### src/rtl/banked_regs_pkg.sv
package banked_regs_pkg;
  // ************************************************************
  // Mode codes and status word fields
  // ************************************************************
  localparam logic [4:0] MODE_USER = 5'h10;
  localparam logic [4:0] MODE_FAST = 5'h11;
  localparam logic [4:0] MODE_NORM = 5'h12;
  localparam logic [4:0] MODE_SUPV = 5'h13;
  localparam logic [4:0] MODE_ABRT = 5'h17;
  localparam logic [4:0] MODE_UNDF = 5'h1B;
  localparam logic [4:0] MODE_SYST = 5'h1F;
  localparam int STATE_BIT = 5;
  localparam logic [31:0] STATUS_RST = 32'h0000_0013;
  localparam logic [31:0] PC_RST = 32'h0000_0000;
  localparam logic [2:0] SLOT_NONE = 3'h7;
  localparam int NUM_GP = 31;
  localparam int NUM_SAVED = 5;
  localparam logic [31:0] STEP_FULL = 32'h0000_0004;
  localparam logic [31:0] STEP_COMPACT = 32'h0000_0002;
  // ************************************************************
  // Register map (byte offsets)
  // ************************************************************
  localparam logic [7:0] OFF_CMD = 8'h00;
  localparam logic [7:0] OFF_OPERAND = 8'h04;
  localparam logic [7:0] OFF_FETCH = 8'h08;
  localparam logic [7:0] OFF_INSN = 8'h0C;
  localparam logic [7:0] OFF_LANE_CTRL = 8'h10;
  localparam logic [7:0] OFF_LANE_DATA = 8'h14;
  localparam logic [7:0] OFF_LANE_BUS = 8'h18;
  localparam logic [7:0] OFF_CTRL = 8'h20;
  localparam logic [7:0] OFF_STATUS = 8'h24;
  localparam logic [7:0] OFF_CUR_STATUS = 8'h28;
  localparam logic [7:0] OFF_SAVED_STATUS = 8'h2C;
  localparam logic [7:0] OFF_GPR_BASE = 8'h40;
  localparam logic [7:0] OFF_GPR_LAST = 8'h7C;
  // ************************************************************
  // Commands and bus answers
  // ************************************************************
  localparam logic [2:0] OP_BRANCH_LINK = 3'h1;
  localparam logic [2:0] OP_BRANCH_EXCHANGE = 3'h2;
  localparam logic [2:0] OP_EXC_ENTRY = 3'h3;
  localparam logic [2:0] OP_EXC_RETURN = 3'h4;
  localparam logic [1:0] SIZE_BYTE = 2'h0;
  localparam logic [1:0] SIZE_HALF = 2'h1;
  localparam logic [1:0] SIZE_WORD = 2'h2;
  localparam logic [1:0] RESP_OKAY = 2'h0;
  localparam logic [1:0] RESP_SLVERR = 2'h2;
endpackage

### src/rtl/banked_register_file.sv
`timescale 1ns/1ps
// Functional notes
// - Two states: full-width 32-bit and compact 16-bit instructions.
// - Compact state picks the instruction halfword by program counter bit 1.
// - Changing execution state keeps mode and all register contents but the program counter.
// - Exceptions run full-width; return restores compact if it was active.
// - Memory is bytes from zero; bytes 0-3 first word, 4-7 next.
// - Big-endian puts byte 0 on data bits 31 to 24.
// - Little-endian puts byte 0 on data bits 7 to 0.
// - Seven modes exist in both states; all but user are privileged.
// - 37 physical 32-bit registers: 31 general, 6 status.
// - Sixteen general registers plus status visible, saved one if present.
// - Branch with link copies the program counter into register 14.
// - Exception entry writes return address into the entered mode's r14.
// - Entry saves prior status into saved status; privileged access only.
// - Fast interrupt mode banks indices 8 to 14 privately.
// - Supervisor, abort, interrupt, undefined modes bank indices 13 and 14.
// - System mode uses user registers unbanked yet is privileged.
// - Unbanked indices in privileged modes reach the shared user register.
// - Five-bit mode field codes user, fast, normal, supervisor, abort, undefined, system.
// - Status state bit set in compact state and mirrored on an output.
module banked_register_file (
  input wire logic aclk,
  input wire logic aresetn,
  input wire logic clk_en,
  input wire logic [7:0] s_axi_awaddr,
  input wire logic s_axi_awvalid,
  output logic s_axi_awready,
  input wire logic [31:0] s_axi_wdata,
  input wire logic [3:0] s_axi_wstrb,
  input wire logic s_axi_wvalid,
  output logic s_axi_wready,
  output logic [1:0] s_axi_bresp,
  output logic s_axi_bvalid,
  input wire logic s_axi_bready,
  input wire logic [7:0] s_axi_araddr,
  input wire logic s_axi_arvalid,
  output logic s_axi_arready,
  output logic [31:0] s_axi_rdata,
  output logic [1:0] s_axi_rresp,
  output logic s_axi_rvalid,
  input wire logic s_axi_rready,
  output logic state_indicator_output
);
  // ************************************************************
  // Mode decoding
  // ************************************************************
  function automatic logic mode_ok(input logic [4:0] m);
    mode_ok = (m == banked_regs_pkg::MODE_USER) |
      (m == banked_regs_pkg::MODE_FAST) | (m == banked_regs_pkg::MODE_NORM) |
      (m == banked_regs_pkg::MODE_SUPV) | (m == banked_regs_pkg::MODE_ABRT) |
      (m == banked_regs_pkg::MODE_UNDF) | (m == banked_regs_pkg::MODE_SYST);
  endfunction

  function automatic logic [4:0] phys(input logic [4:0] m,
                                      input logic [3:0] i);
    logic [4:0] p;
    p = {1'b0, i};
    if (m == banked_regs_pkg::MODE_FAST && i >= 4'd8 && i <= 4'd14) begin
      p = 5'd8 + {1'b0, i};
    end else if (i == 4'd13 || i == 4'd14) begin
      if (m == banked_regs_pkg::MODE_SUPV) begin
        p = 5'd10 + {1'b0, i};
      end else if (m == banked_regs_pkg::MODE_ABRT) begin
        p = 5'd12 + {1'b0, i};
      end else if (m == banked_regs_pkg::MODE_NORM) begin
        p = 5'd14 + {1'b0, i};
      end else if (m == banked_regs_pkg::MODE_UNDF) begin
        p = 5'd16 + {1'b0, i};
      end
    end
    phys = p;
  endfunction

  function automatic logic [2:0] slot(input logic [4:0] m);
    slot = banked_regs_pkg::SLOT_NONE;
    if (m == banked_regs_pkg::MODE_FAST) begin
      slot = 3'd0;
    end else if (m == banked_regs_pkg::MODE_SUPV) begin
      slot = 3'd1;
    end else if (m == banked_regs_pkg::MODE_ABRT) begin
      slot = 3'd2;
    end else if (m == banked_regs_pkg::MODE_NORM) begin
      slot = 3'd3;
    end else if (m == banked_regs_pkg::MODE_UNDF) begin
      slot = 3'd4;
    end
  endfunction

  function automatic logic [31:0] merge(input logic [31:0] o,
                                        input logic [31:0] n,
                                        input logic [3:0] s);
    logic [31:0] r;
    r = o;
    for (int b = 0; b < 4; b++) begin
      if (s[b]) begin
        r[b*8 +: 8] = n[b*8 +: 8];
      end
    end
    merge = r;
  endfunction

  // Physical store: user r0-r15 at 0-15, banked copies at 16-30
  logic [31:0] gp_q [banked_regs_pkg::NUM_GP];
  logic [31:0] saved_q [banked_regs_pkg::NUM_SAVED];
  logic [31:0] cur_q;
  logic [31:0] operand_q, fetch_q, lane_data_q;
  logic [5:0] lane_ctrl_q;
  logic big_endian_q;
  logic [4:0] mode;
  logic t_bit, priv;
  logic [31:0] pc, step;
  logic [2:0] cur_slot;

  assign mode = cur_q[4:0];
  assign t_bit = cur_q[banked_regs_pkg::STATE_BIT];
  assign priv = (mode != banked_regs_pkg::MODE_USER);
  assign pc = gp_q[15];
  assign cur_slot = slot(mode);
  assign step = t_bit ? banked_regs_pkg::STEP_COMPACT :
    banked_regs_pkg::STEP_FULL;

  // ************************************************************
  // AXI4-Lite slave
  // ************************************************************
  logic aw_held_q, w_held_q;
  logic [7:0] awaddr_q;
  logic [31:0] wdata_q;
  logic [3:0] wstrb_q;
  logic wr_fire, wr_hit, rd_hit;
  logic [31:0] rd_val;

  assign wr_fire = aw_held_q && w_held_q && !s_axi_bvalid;

  always_ff @(posedge aclk) begin
    if (!aresetn) begin
      aw_held_q <= 1'b0;
      w_held_q <= 1'b0;
      s_axi_awready <= 1'b1;
      s_axi_wready <= 1'b1;
      awaddr_q <= 8'h00;
      wdata_q <= 32'h0000_0000;
      wstrb_q <= 4'h0;
    end else if (clk_en) begin
      // Ready mirrors the holding flop in a register of its own, no glue
      if (s_axi_awvalid && !aw_held_q) begin
        aw_held_q <= 1'b1;
        s_axi_awready <= 1'b0;
        awaddr_q <= s_axi_awaddr;
      end else if (wr_fire) begin
        aw_held_q <= 1'b0;
        s_axi_awready <= 1'b1;
      end
      if (s_axi_wvalid && !w_held_q) begin
        w_held_q <= 1'b1;
        s_axi_wready <= 1'b0;
        wdata_q <= s_axi_wdata;
        wstrb_q <= s_axi_wstrb;
      end else if (wr_fire) begin
        w_held_q <= 1'b0;
        s_axi_wready <= 1'b1;
      end
    end
  end

  always_ff @(posedge aclk) begin
    if (!aresetn) begin
      s_axi_bvalid <= 1'b0;
      s_axi_bresp <= banked_regs_pkg::RESP_OKAY;
    end else if (clk_en) begin
      if (wr_fire) begin
        s_axi_bvalid <= 1'b1;
        s_axi_bresp <= wr_hit ? banked_regs_pkg::RESP_OKAY :
          banked_regs_pkg::RESP_SLVERR;
      end else if (s_axi_bready) begin
        s_axi_bvalid <= 1'b0;
      end
    end
  end

  always_ff @(posedge aclk) begin
    if (!aresetn) begin
      s_axi_arready <= 1'b1;
      s_axi_rvalid <= 1'b0;
      s_axi_rdata <= 32'h0000_0000;
      s_axi_rresp <= banked_regs_pkg::RESP_OKAY;
    end else if (clk_en) begin
      if (s_axi_arvalid && s_axi_arready) begin
        s_axi_arready <= 1'b0;
        s_axi_rvalid <= 1'b1;
        s_axi_rdata <= rd_val;
        s_axi_rresp <= rd_hit ? banked_regs_pkg::RESP_OKAY :
          banked_regs_pkg::RESP_SLVERR;
      end else if (s_axi_rvalid && s_axi_rready) begin
        s_axi_rvalid <= 1'b0;
        s_axi_arready <= 1'b1;
      end
    end
  end

  // ************************************************************
  // Instruction select and byte lanes
  // ************************************************************
  logic [31:0] insn, lane_bus;
  logic [1:0] lane_off, lane_size, lane_sh;
  logic misaligned;
  assign lane_off = lane_ctrl_q[1:0];
  assign lane_size = lane_ctrl_q[5:4];

  always_comb begin
    insn = fetch_q;
    if (t_bit) begin
      // Halfword order in the fetched word follows the byte order
      insn = (pc[1] ^ big_endian_q) ? {16'h0000, fetch_q[31:16]} :
        {16'h0000, fetch_q[15:0]};
    end
  end

  always_comb begin
    lane_sh = lane_off;
    if (big_endian_q) begin
      if (lane_size == banked_regs_pkg::SIZE_BYTE) begin
        lane_sh = 2'd3 - lane_off;
      end else if (lane_size == banked_regs_pkg::SIZE_HALF) begin
        lane_sh = {~lane_off[1], 1'b0};
      end else begin
        lane_sh = 2'd0;
      end
    end
    if (lane_size == banked_regs_pkg::SIZE_BYTE) begin
      lane_bus = {24'h00_0000, lane_data_q[7:0]} << {lane_sh, 3'b000};
    end else if (lane_size == banked_regs_pkg::SIZE_HALF) begin
      lane_bus = {16'h0000, lane_data_q[15:0]} << {lane_sh[1], 4'h0};
    end else begin
      lane_bus = lane_data_q;
    end
  end

  // Flags only; the access is still formed so software sees the damage
  assign misaligned = (lane_size == banked_regs_pkg::SIZE_WORD) ?
    (lane_off != 2'd0) : (lane_size == banked_regs_pkg::SIZE_HALF) ?
    lane_off[0] : 1'b0;

  // ************************************************************
  // Address decode
  // ************************************************************
  logic gpr_rd, gpr_wr;
  assign gpr_rd = s_axi_araddr >= banked_regs_pkg::OFF_GPR_BASE &&
    s_axi_araddr <= banked_regs_pkg::OFF_GPR_LAST;
  assign gpr_wr = awaddr_q >= banked_regs_pkg::OFF_GPR_BASE &&
    awaddr_q <= banked_regs_pkg::OFF_GPR_LAST;

  always_comb begin
    rd_hit = 1'b1;
    rd_val = 32'h0000_0000;
    if (s_axi_araddr == banked_regs_pkg::OFF_CMD) begin
      rd_val = 32'h0000_0000;
    end else if (s_axi_araddr == banked_regs_pkg::OFF_OPERAND) begin
      rd_val = operand_q;
    end else if (s_axi_araddr == banked_regs_pkg::OFF_FETCH) begin
      rd_val = fetch_q;
    end else if (s_axi_araddr == banked_regs_pkg::OFF_INSN) begin
      rd_val = insn;
    end else if (s_axi_araddr == banked_regs_pkg::OFF_LANE_CTRL) begin
      rd_val = {26'h000_0000, lane_ctrl_q};
    end else if (s_axi_araddr == banked_regs_pkg::OFF_LANE_DATA) begin
      rd_val = lane_data_q;
    end else if (s_axi_araddr == banked_regs_pkg::OFF_LANE_BUS) begin
      rd_val = lane_bus;
    end else if (s_axi_araddr == banked_regs_pkg::OFF_CTRL) begin
      rd_val = {31'h0000_0000, big_endian_q};
    end else if (s_axi_araddr == banked_regs_pkg::OFF_STATUS) begin
      rd_val = {29'h0000_0000, t_bit, priv, misaligned};
    end else if (s_axi_araddr == banked_regs_pkg::OFF_CUR_STATUS) begin
      rd_val = cur_q;
    end else if (s_axi_araddr == banked_regs_pkg::OFF_SAVED_STATUS) begin
      if (cur_slot != banked_regs_pkg::SLOT_NONE) begin
        rd_val = saved_q[cur_slot];
      end
    end else if (gpr_rd) begin
      rd_val = gp_q[phys(mode, s_axi_araddr[5:2])];
    end else begin
      rd_hit = 1'b0;
    end
  end

  always_comb begin
    wr_hit = gpr_wr;
    if (awaddr_q == banked_regs_pkg::OFF_CMD ||
        awaddr_q == banked_regs_pkg::OFF_OPERAND ||
        awaddr_q == banked_regs_pkg::OFF_FETCH ||
        awaddr_q == banked_regs_pkg::OFF_LANE_CTRL ||
        awaddr_q == banked_regs_pkg::OFF_LANE_DATA ||
        awaddr_q == banked_regs_pkg::OFF_CTRL ||
        awaddr_q == banked_regs_pkg::OFF_CUR_STATUS ||
        awaddr_q == banked_regs_pkg::OFF_SAVED_STATUS) begin
      wr_hit = 1'b1;
    end
  end

  // ************************************************************
  // Plain configuration registers
  // ************************************************************
  always_ff @(posedge aclk) begin
    if (!aresetn) begin
      operand_q <= 32'h0000_0000;
      fetch_q <= 32'h0000_0000;
      lane_data_q <= 32'h0000_0000;
      lane_ctrl_q <= 6'h00;
      big_endian_q <= 1'b0;
    end else if (clk_en && wr_fire) begin
      if (awaddr_q == banked_regs_pkg::OFF_OPERAND) begin
        operand_q <= merge(operand_q, wdata_q, wstrb_q);
      end else if (awaddr_q == banked_regs_pkg::OFF_FETCH) begin
        fetch_q <= merge(fetch_q, wdata_q, wstrb_q);
      end else if (awaddr_q == banked_regs_pkg::OFF_LANE_DATA) begin
        lane_data_q <= merge(lane_data_q, wdata_q, wstrb_q);
      end else if (awaddr_q == banked_regs_pkg::OFF_LANE_CTRL) begin
        if (wstrb_q[0]) begin
          lane_ctrl_q <= wdata_q[5:0];
        end
      end else if (awaddr_q == banked_regs_pkg::OFF_CTRL) begin
        if (wstrb_q[0]) begin
          big_endian_q <= wdata_q[0];
        end
      end
    end
  end

  // ************************************************************
  // Banked state and commands
  // ************************************************************
  logic is_cmd;
  logic [2:0] op;
  logic [4:0] tgt;
  logic [2:0] tgt_slot;
  assign is_cmd = wr_fire && awaddr_q == banked_regs_pkg::OFF_CMD;
  assign op = wdata_q[2:0];
  assign tgt = wdata_q[8:4];
  assign tgt_slot = slot(tgt);

  always_ff @(posedge aclk) begin
    if (!aresetn) begin
      for (int k = 0; k < banked_regs_pkg::NUM_GP; k++) begin
        gp_q[k] <= 32'h0000_0000;
      end
      for (int k = 0; k < banked_regs_pkg::NUM_SAVED; k++) begin
        saved_q[k] <= 32'h0000_0000;
      end
      gp_q[15] <= banked_regs_pkg::PC_RST;
      cur_q <= banked_regs_pkg::STATUS_RST;
    end else if (clk_en) begin
      if (is_cmd && op == banked_regs_pkg::OP_BRANCH_LINK) begin
        gp_q[phys(mode, 4'd14)] <= pc;
        gp_q[15] <= operand_q;
      end else if (is_cmd && op == banked_regs_pkg::OP_BRANCH_EXCHANGE) begin
        // Only the state bit and the program counter move; mode and other registers stay put
        cur_q[banked_regs_pkg::STATE_BIT] <= operand_q[0];
        gp_q[15] <= {operand_q[31:1], 1'b0};
      end else if (is_cmd && op == banked_regs_pkg::OP_EXC_ENTRY &&
                   tgt_slot != banked_regs_pkg::SLOT_NONE) begin
        saved_q[tgt_slot] <= cur_q;
        gp_q[phys(tgt, 4'd14)] <= pc + step;
        cur_q <= {cur_q[31:6], 1'b0, tgt};
        gp_q[15] <= {operand_q[31:2], 2'b00};
      end else if (is_cmd && op == banked_regs_pkg::OP_EXC_RETURN &&
                   cur_slot != banked_regs_pkg::SLOT_NONE) begin
        cur_q <= saved_q[cur_slot];
        gp_q[15] <= saved_q[cur_slot][banked_regs_pkg::STATE_BIT] ?
          {gp_q[phys(mode, 4'd14)][31:1], 1'b0} :
          {gp_q[phys(mode, 4'd14)][31:2], 2'b00};
      end else if (wr_fire && gpr_wr) begin
        gp_q[phys(mode, awaddr_q[5:2])] <=
          merge(gp_q[phys(mode, awaddr_q[5:2])], wdata_q, wstrb_q);
      end else if (wr_fire && awaddr_q == banked_regs_pkg::OFF_CUR_STATUS &&
                   priv && mode_ok(wdata_q[4:0])) begin
        // Illegal mode codes are refused so the core cannot lock up
        cur_q <= merge(cur_q, wdata_q, wstrb_q);
      end else if (wr_fire && awaddr_q == banked_regs_pkg::OFF_SAVED_STATUS &&
                   cur_slot != banked_regs_pkg::SLOT_NONE) begin
        saved_q[cur_slot] <= merge(saved_q[cur_slot], wdata_q, wstrb_q);
      end
    end
  end

  always_ff @(posedge aclk) begin
    if (!aresetn) begin
      state_indicator_output <= 1'b0;
    end else if (clk_en) begin
      state_indicator_output <= t_bit;
    end
  end
endmodule

### config.mk
export PLATFORM = sky130hd
export DESIGN_NAME = banked_register_file
export DESIGN_NICKNAME = d
export VERILOG_FILES = /design/src/rtl/banked_regs_pkg.sv /design/src/rtl/banked_register_file.sv
export SDC_FILE = /design/constraint.sdc
export NUM_CORES = 2
export LEC_CHECK = 0
export ABC_AREA = 1
export BUFFER_PORTS_ARGS = -buffer_cell sky130_fd_sc_hd__buf_4
export CORE_ASPECT_RATIO = 0.75
export CORE_MARGIN = 5
export CORE_UTILIZATION = 64
export CTS_CLUSTER_DIAMETER = 40
export CTS_CLUSTER_SIZE = 25
export DETAILED_ROUTE_END_ITERATION = 10
export PLACE_DENSITY = 0.81
export SYNTH_ARGS = -nofsm -noshare
export SYNTH_HDL_FRONTEND = slang
export SYNTH_SLANG_ARGS = --single-unit
### constraint.sdc
create_clock -name aclk -period 4.85 [get_ports aclk]
set_input_delay 0.97 -clock aclk [delete_from_list [all_inputs] [get_ports aclk]]
set_output_delay 0.97 -clock aclk [all_outputs]
set_load 0.01 [all_outputs]
==> results.sh <==
export IMPL_crit_path_cell_trace="inv_1 -> ha_1 -> nand2_1 -> inv_1 -> nand2_1 -> nor2_4 -> nand2_1 -> nand2_1 -> nor2_1 -> nand2_1 -> nor3_4 -> o41ai_4 -> o21ai_1 -> nand2_1 -> nor2_4 -> buf_4 -> nand3_1 -> nand2_1"
export IMPL_place_gp_congestion=1.14
export IMPL_cp_required_ns=5.33
export IMPL_yosysWarnings=0
export IMPL_io_buffers=99
export IMPL_ys_seq_area_share_pct=57.8
export IMPL_drc=0
export IMPL_synth_cell_types=59
export IMPL_placed_area_um2=77600
export IMPL_cap_violations=0
export IMPL_crit_family="simple AND/OR/NAND/NOR gates"
export IMPL_grt_pass1_vias=61425
export IMPL_fillers=8641
export IMPL_synth_top_family_by_area="simple AND/OR/NAND/NOR gates"
export IMPL_synthAdderAreaFrac_pct=0.331
export IMPL_critPathLaunchType="register"
export IMPL_cp_max_fo=10
export IMPL_cts_buffers=159
export IMPL_clk_pin_slew_ns=0.07
export IMPL_worst_path_max_delay_cell="dfxtp_1"
export IMPL_hold_violations=0
export IMPL_synth_simple_gate_area_share_pct=25.5
export IMPL_yosys_mux_area_fraction_pct=1.57
export IMPL_worst_pin_slew_ns=1.40
export IMPL_core_area_um2=115000
export IMPL_die_h_um=305
export IMPL_rows=108
export IMPL_drtIter0Drc=12416
export IMPL_power_leakage_uw=0.0328
export IMPL_max_clock_path_buffers=3
export IMPL_vias_per_cell=6.45
export IMPL_whs_path_depth=3
export IMPL_drive_above_1_share_pct=8.94
export IMPL_overflow=0
export IMPL_synthCells=8527
export IMPL_dpl_hpwl_um=178000
export IMPL_syn_area_um2=74100
export IMPL_grt_pass1_wl_um=384000
export IMPL_worstSkewPairLatency_ns=0.82
export IMPL_dp_cells=9977
export IMPL_area_growth_pct=12.4
export IMPL_period_needed_ns=4.56
export IMPL_antenna_found_initial=3
export IMPL_timing_final_crit_share_pct=94.0
export IMPL_wl_per_cell_um=25.4
export IMPL_pre_cts_ws_ns=0.195
export IMPL_power_total_uw=30000
export IMPL_cts_htree_levels=4
export IMPL_synth_xor_area_share_pct=0.331
export IMPL_cp_num_buf_inv=3
export IMPL_drt_pass1_iterations=8
export IMPL_slew_violations=0
export IMPL_drtAntennaViolNets=0
export IMPL_die_w_um=403
export IMPL_fin_ws_ns=0.291
export IMPL_min_from="s_axi_wdata[10]"
export IMPL_setup_viol=0
export IMPL_synth_edff_count=1280
export IMPL_synth_compound_area_share_pct=9.64
export IMPL_ys_ff_latch=1501
export IMPL_critPathArrivalTime_ns=5.04
export IMPL_grt_usage_pct=41.4
export IMPL_vias=66294
export IMPL_root_buffer="clkbuf_16"
export IMPL_hold_end="wdata_q[10]"
export IMPL_rsz0062_at_grt="yes"
export IMPL_max_freq_ghz=0.219
export IMPL_path_common_cell="nand2_1"
export IMPL_rrSetupSlack_ns=0.29
export IMPL_ctsHoldBuffers=0
export IMPL_initial_utilization_pct=64.2
export IMPL_crit_path_end_kind="register"
export IMPL_critPathKind="reg -> reg"
export IMPL_r2r_start="awaddr_q[5]"
export IMPL_synth_area_leaders="edfxtp_1 (52%), nor2_1 (12%), nand2_1 (7.0%)"
export IMPL_status="finished clean"
export IMPL_peakVddDrop_mv=0.349
export IMPL_synth_top_cell_by_area="edfxtp_1"
export IMPL_synth_top_area_share_pct=51.8
export IMPL_hp_class="in -> reg"
export IMPL_synth_main_ff_cell="edfxtp_1"
export IMPL_power_density_nw_per_um2=360
export IMPL_r2r_end="gp_q[12][10]"
export IMPL_slowest_delay_ns=0.51
export IMPL_async_flop_share_pct=0
export IMPL_fin_skew_ns=0.0325
export IMPL_finalSetupTns_ns=0
export IMPL_slew_headroom_pct=6.52
export IMPL_ctsResizeCount=0
export IMPL_synth_most_common_cell="nor2_1"
export IMPL_io_pins=102
export IMPL_nNetsFinal=8677
export IMPL_die_area_um2=123000
export IMPL_avgSynthCellArea_um2=8.69
export IMPL_stdcell_count=10275
export IMPL_r2r_cells=18
export IMPL_synthTopCellsByCount="nor2_1 (2466), nand2_1 (1383), edfxtp_1 (1280), nand3_1 (682), clkbuf_1 (485)"
export IMPL_drt_total_wl_um=261000
export IMPL_post_cts_buffers=0
export IMPL_design_area_um2=83300
export IMPL_grt_max_degree=158
export IMPL_cts_num_sinks=1501
export IMPL_cts_tree="done"
[registers in the layout, summed over array words and instances, names as in the netlist]
signal / flops
gp_q: 1024
saved_q: 256
cur_q: 32
fetch_q: 32
lane_data_q: 32
operand_q: 32
s_axi_rdata: 32
wdata_q: 32
awaddr_q: 8
lane_ctrl_q: 6
wstrb_q: 4
aw_held_q: 1
big_endian_q: 1
s_axi_arready: 1
s_axi_awready: 1
s_axi_bresp: 1
s_axi_bvalid: 1
s_axi_rresp: 1
s_axi_rvalid: 1
s_axi_wready: 1
state_indicator_output: 1
w_held_q: 1
[cell type report]
| type | count | area (um2) | share of cell area, % |
|---|---|---|---|
| Multi-Input combinational cell | 6182 | 28300 | 33.9 |
| Sequential cell | 1501 | 42900 | 51.4 |
| Clock inverter | 121 | 1480 | 1.77 |
| Timing Repair Buffer | 390 | 3280 | 3.94 |
| Antenna cell | 3 | 7.51 | 0.00901 |
| Clock buffer | 174 | 4140 | 4.97 |
| Tap cell | 1540 | 1930 | 2.31 |
| Inverter | 364 | 1380 | 1.66 |
[power breakdown]
part | switching, uW | internal [uW]
Combinational | 1780 | 640
Clock | 5710 | 7330
Sequential | 186 | 14300
Total | 7680 | 22300
[cells in the final DEF, fill, tap and decap left out, types with 22 or more instances in the layout]
cell and instances:
a211oi_1 26, a21oi_1 455, and2_1 34, buf_12 27, buf_4 360, clkbuf_16 163, clkinv_1 22, conb_1 98
dfxtp_1 221, edfxtp_1 1280, inv_1 334, inv_6 30, mux2i_1 116, nand2_1 1365, nand3_1 678, nor2_1 2463
nor3_1 27, o211ai_1 170, o21ai_0 418, o22ai_1 43, o31ai_1 29, xor2_1 26
[per-layer routing]
metal | vias to the layer above | GRT usage [%] | part of all wire [%]
li1 | 28871 | - | -
met1 | 30931 | 57.9 | 36
met2 | 5631 | 58.0 | 42
met3 | 857 | 15.1 | 17
met4 | 4 | 18.7 | 5.1
met5 | - | 0.741 | 0.051
[tightest hold or removal path, cell delays in order]
cell     delay (ns)
buf_4          0.07
o21ai_0        0.07
a21oi_1        0.10
[cells by family after synthesis]
kind of cell | Yosys count
muxes | 116
other | 1
AOI/OAI and AO/OA | 1241
xor gates and xnor gates | 28
DFF | 1501
buffers and inverters | 941
and+or+nand+nor | 4680
adders and majority gates | 19
[metrics by stage]
step	utilization [%]	hold slack [ns]
3_3_place_gp	67.3	0.452
3_5_place_dp	67.3	0.456
4_1_cts	72.2	0.408
5_1_grt	72.2	0.454
6_report	72.2	0.435
2_1_floorplan	-	0.444
[how the worst max path moves through the flow]
stage                          endpoint        start  depth (start not counted)
after global routing        gp_q[6][19]  awaddr_q[5]                         21
after global placement     gp_q[10][18]  awaddr_q[5]                         21
after floorplan           saved_q[4][0]  awaddr_q[5]                         19
after CTS                  gp_q[10][18]  awaddr_q[5]                         21
final                      gp_q[12][10]  awaddr_q[5]                         18
after detailed placement   gp_q[10][18]  awaddr_q[5]                         21
(Power assumes the default switching activity.)
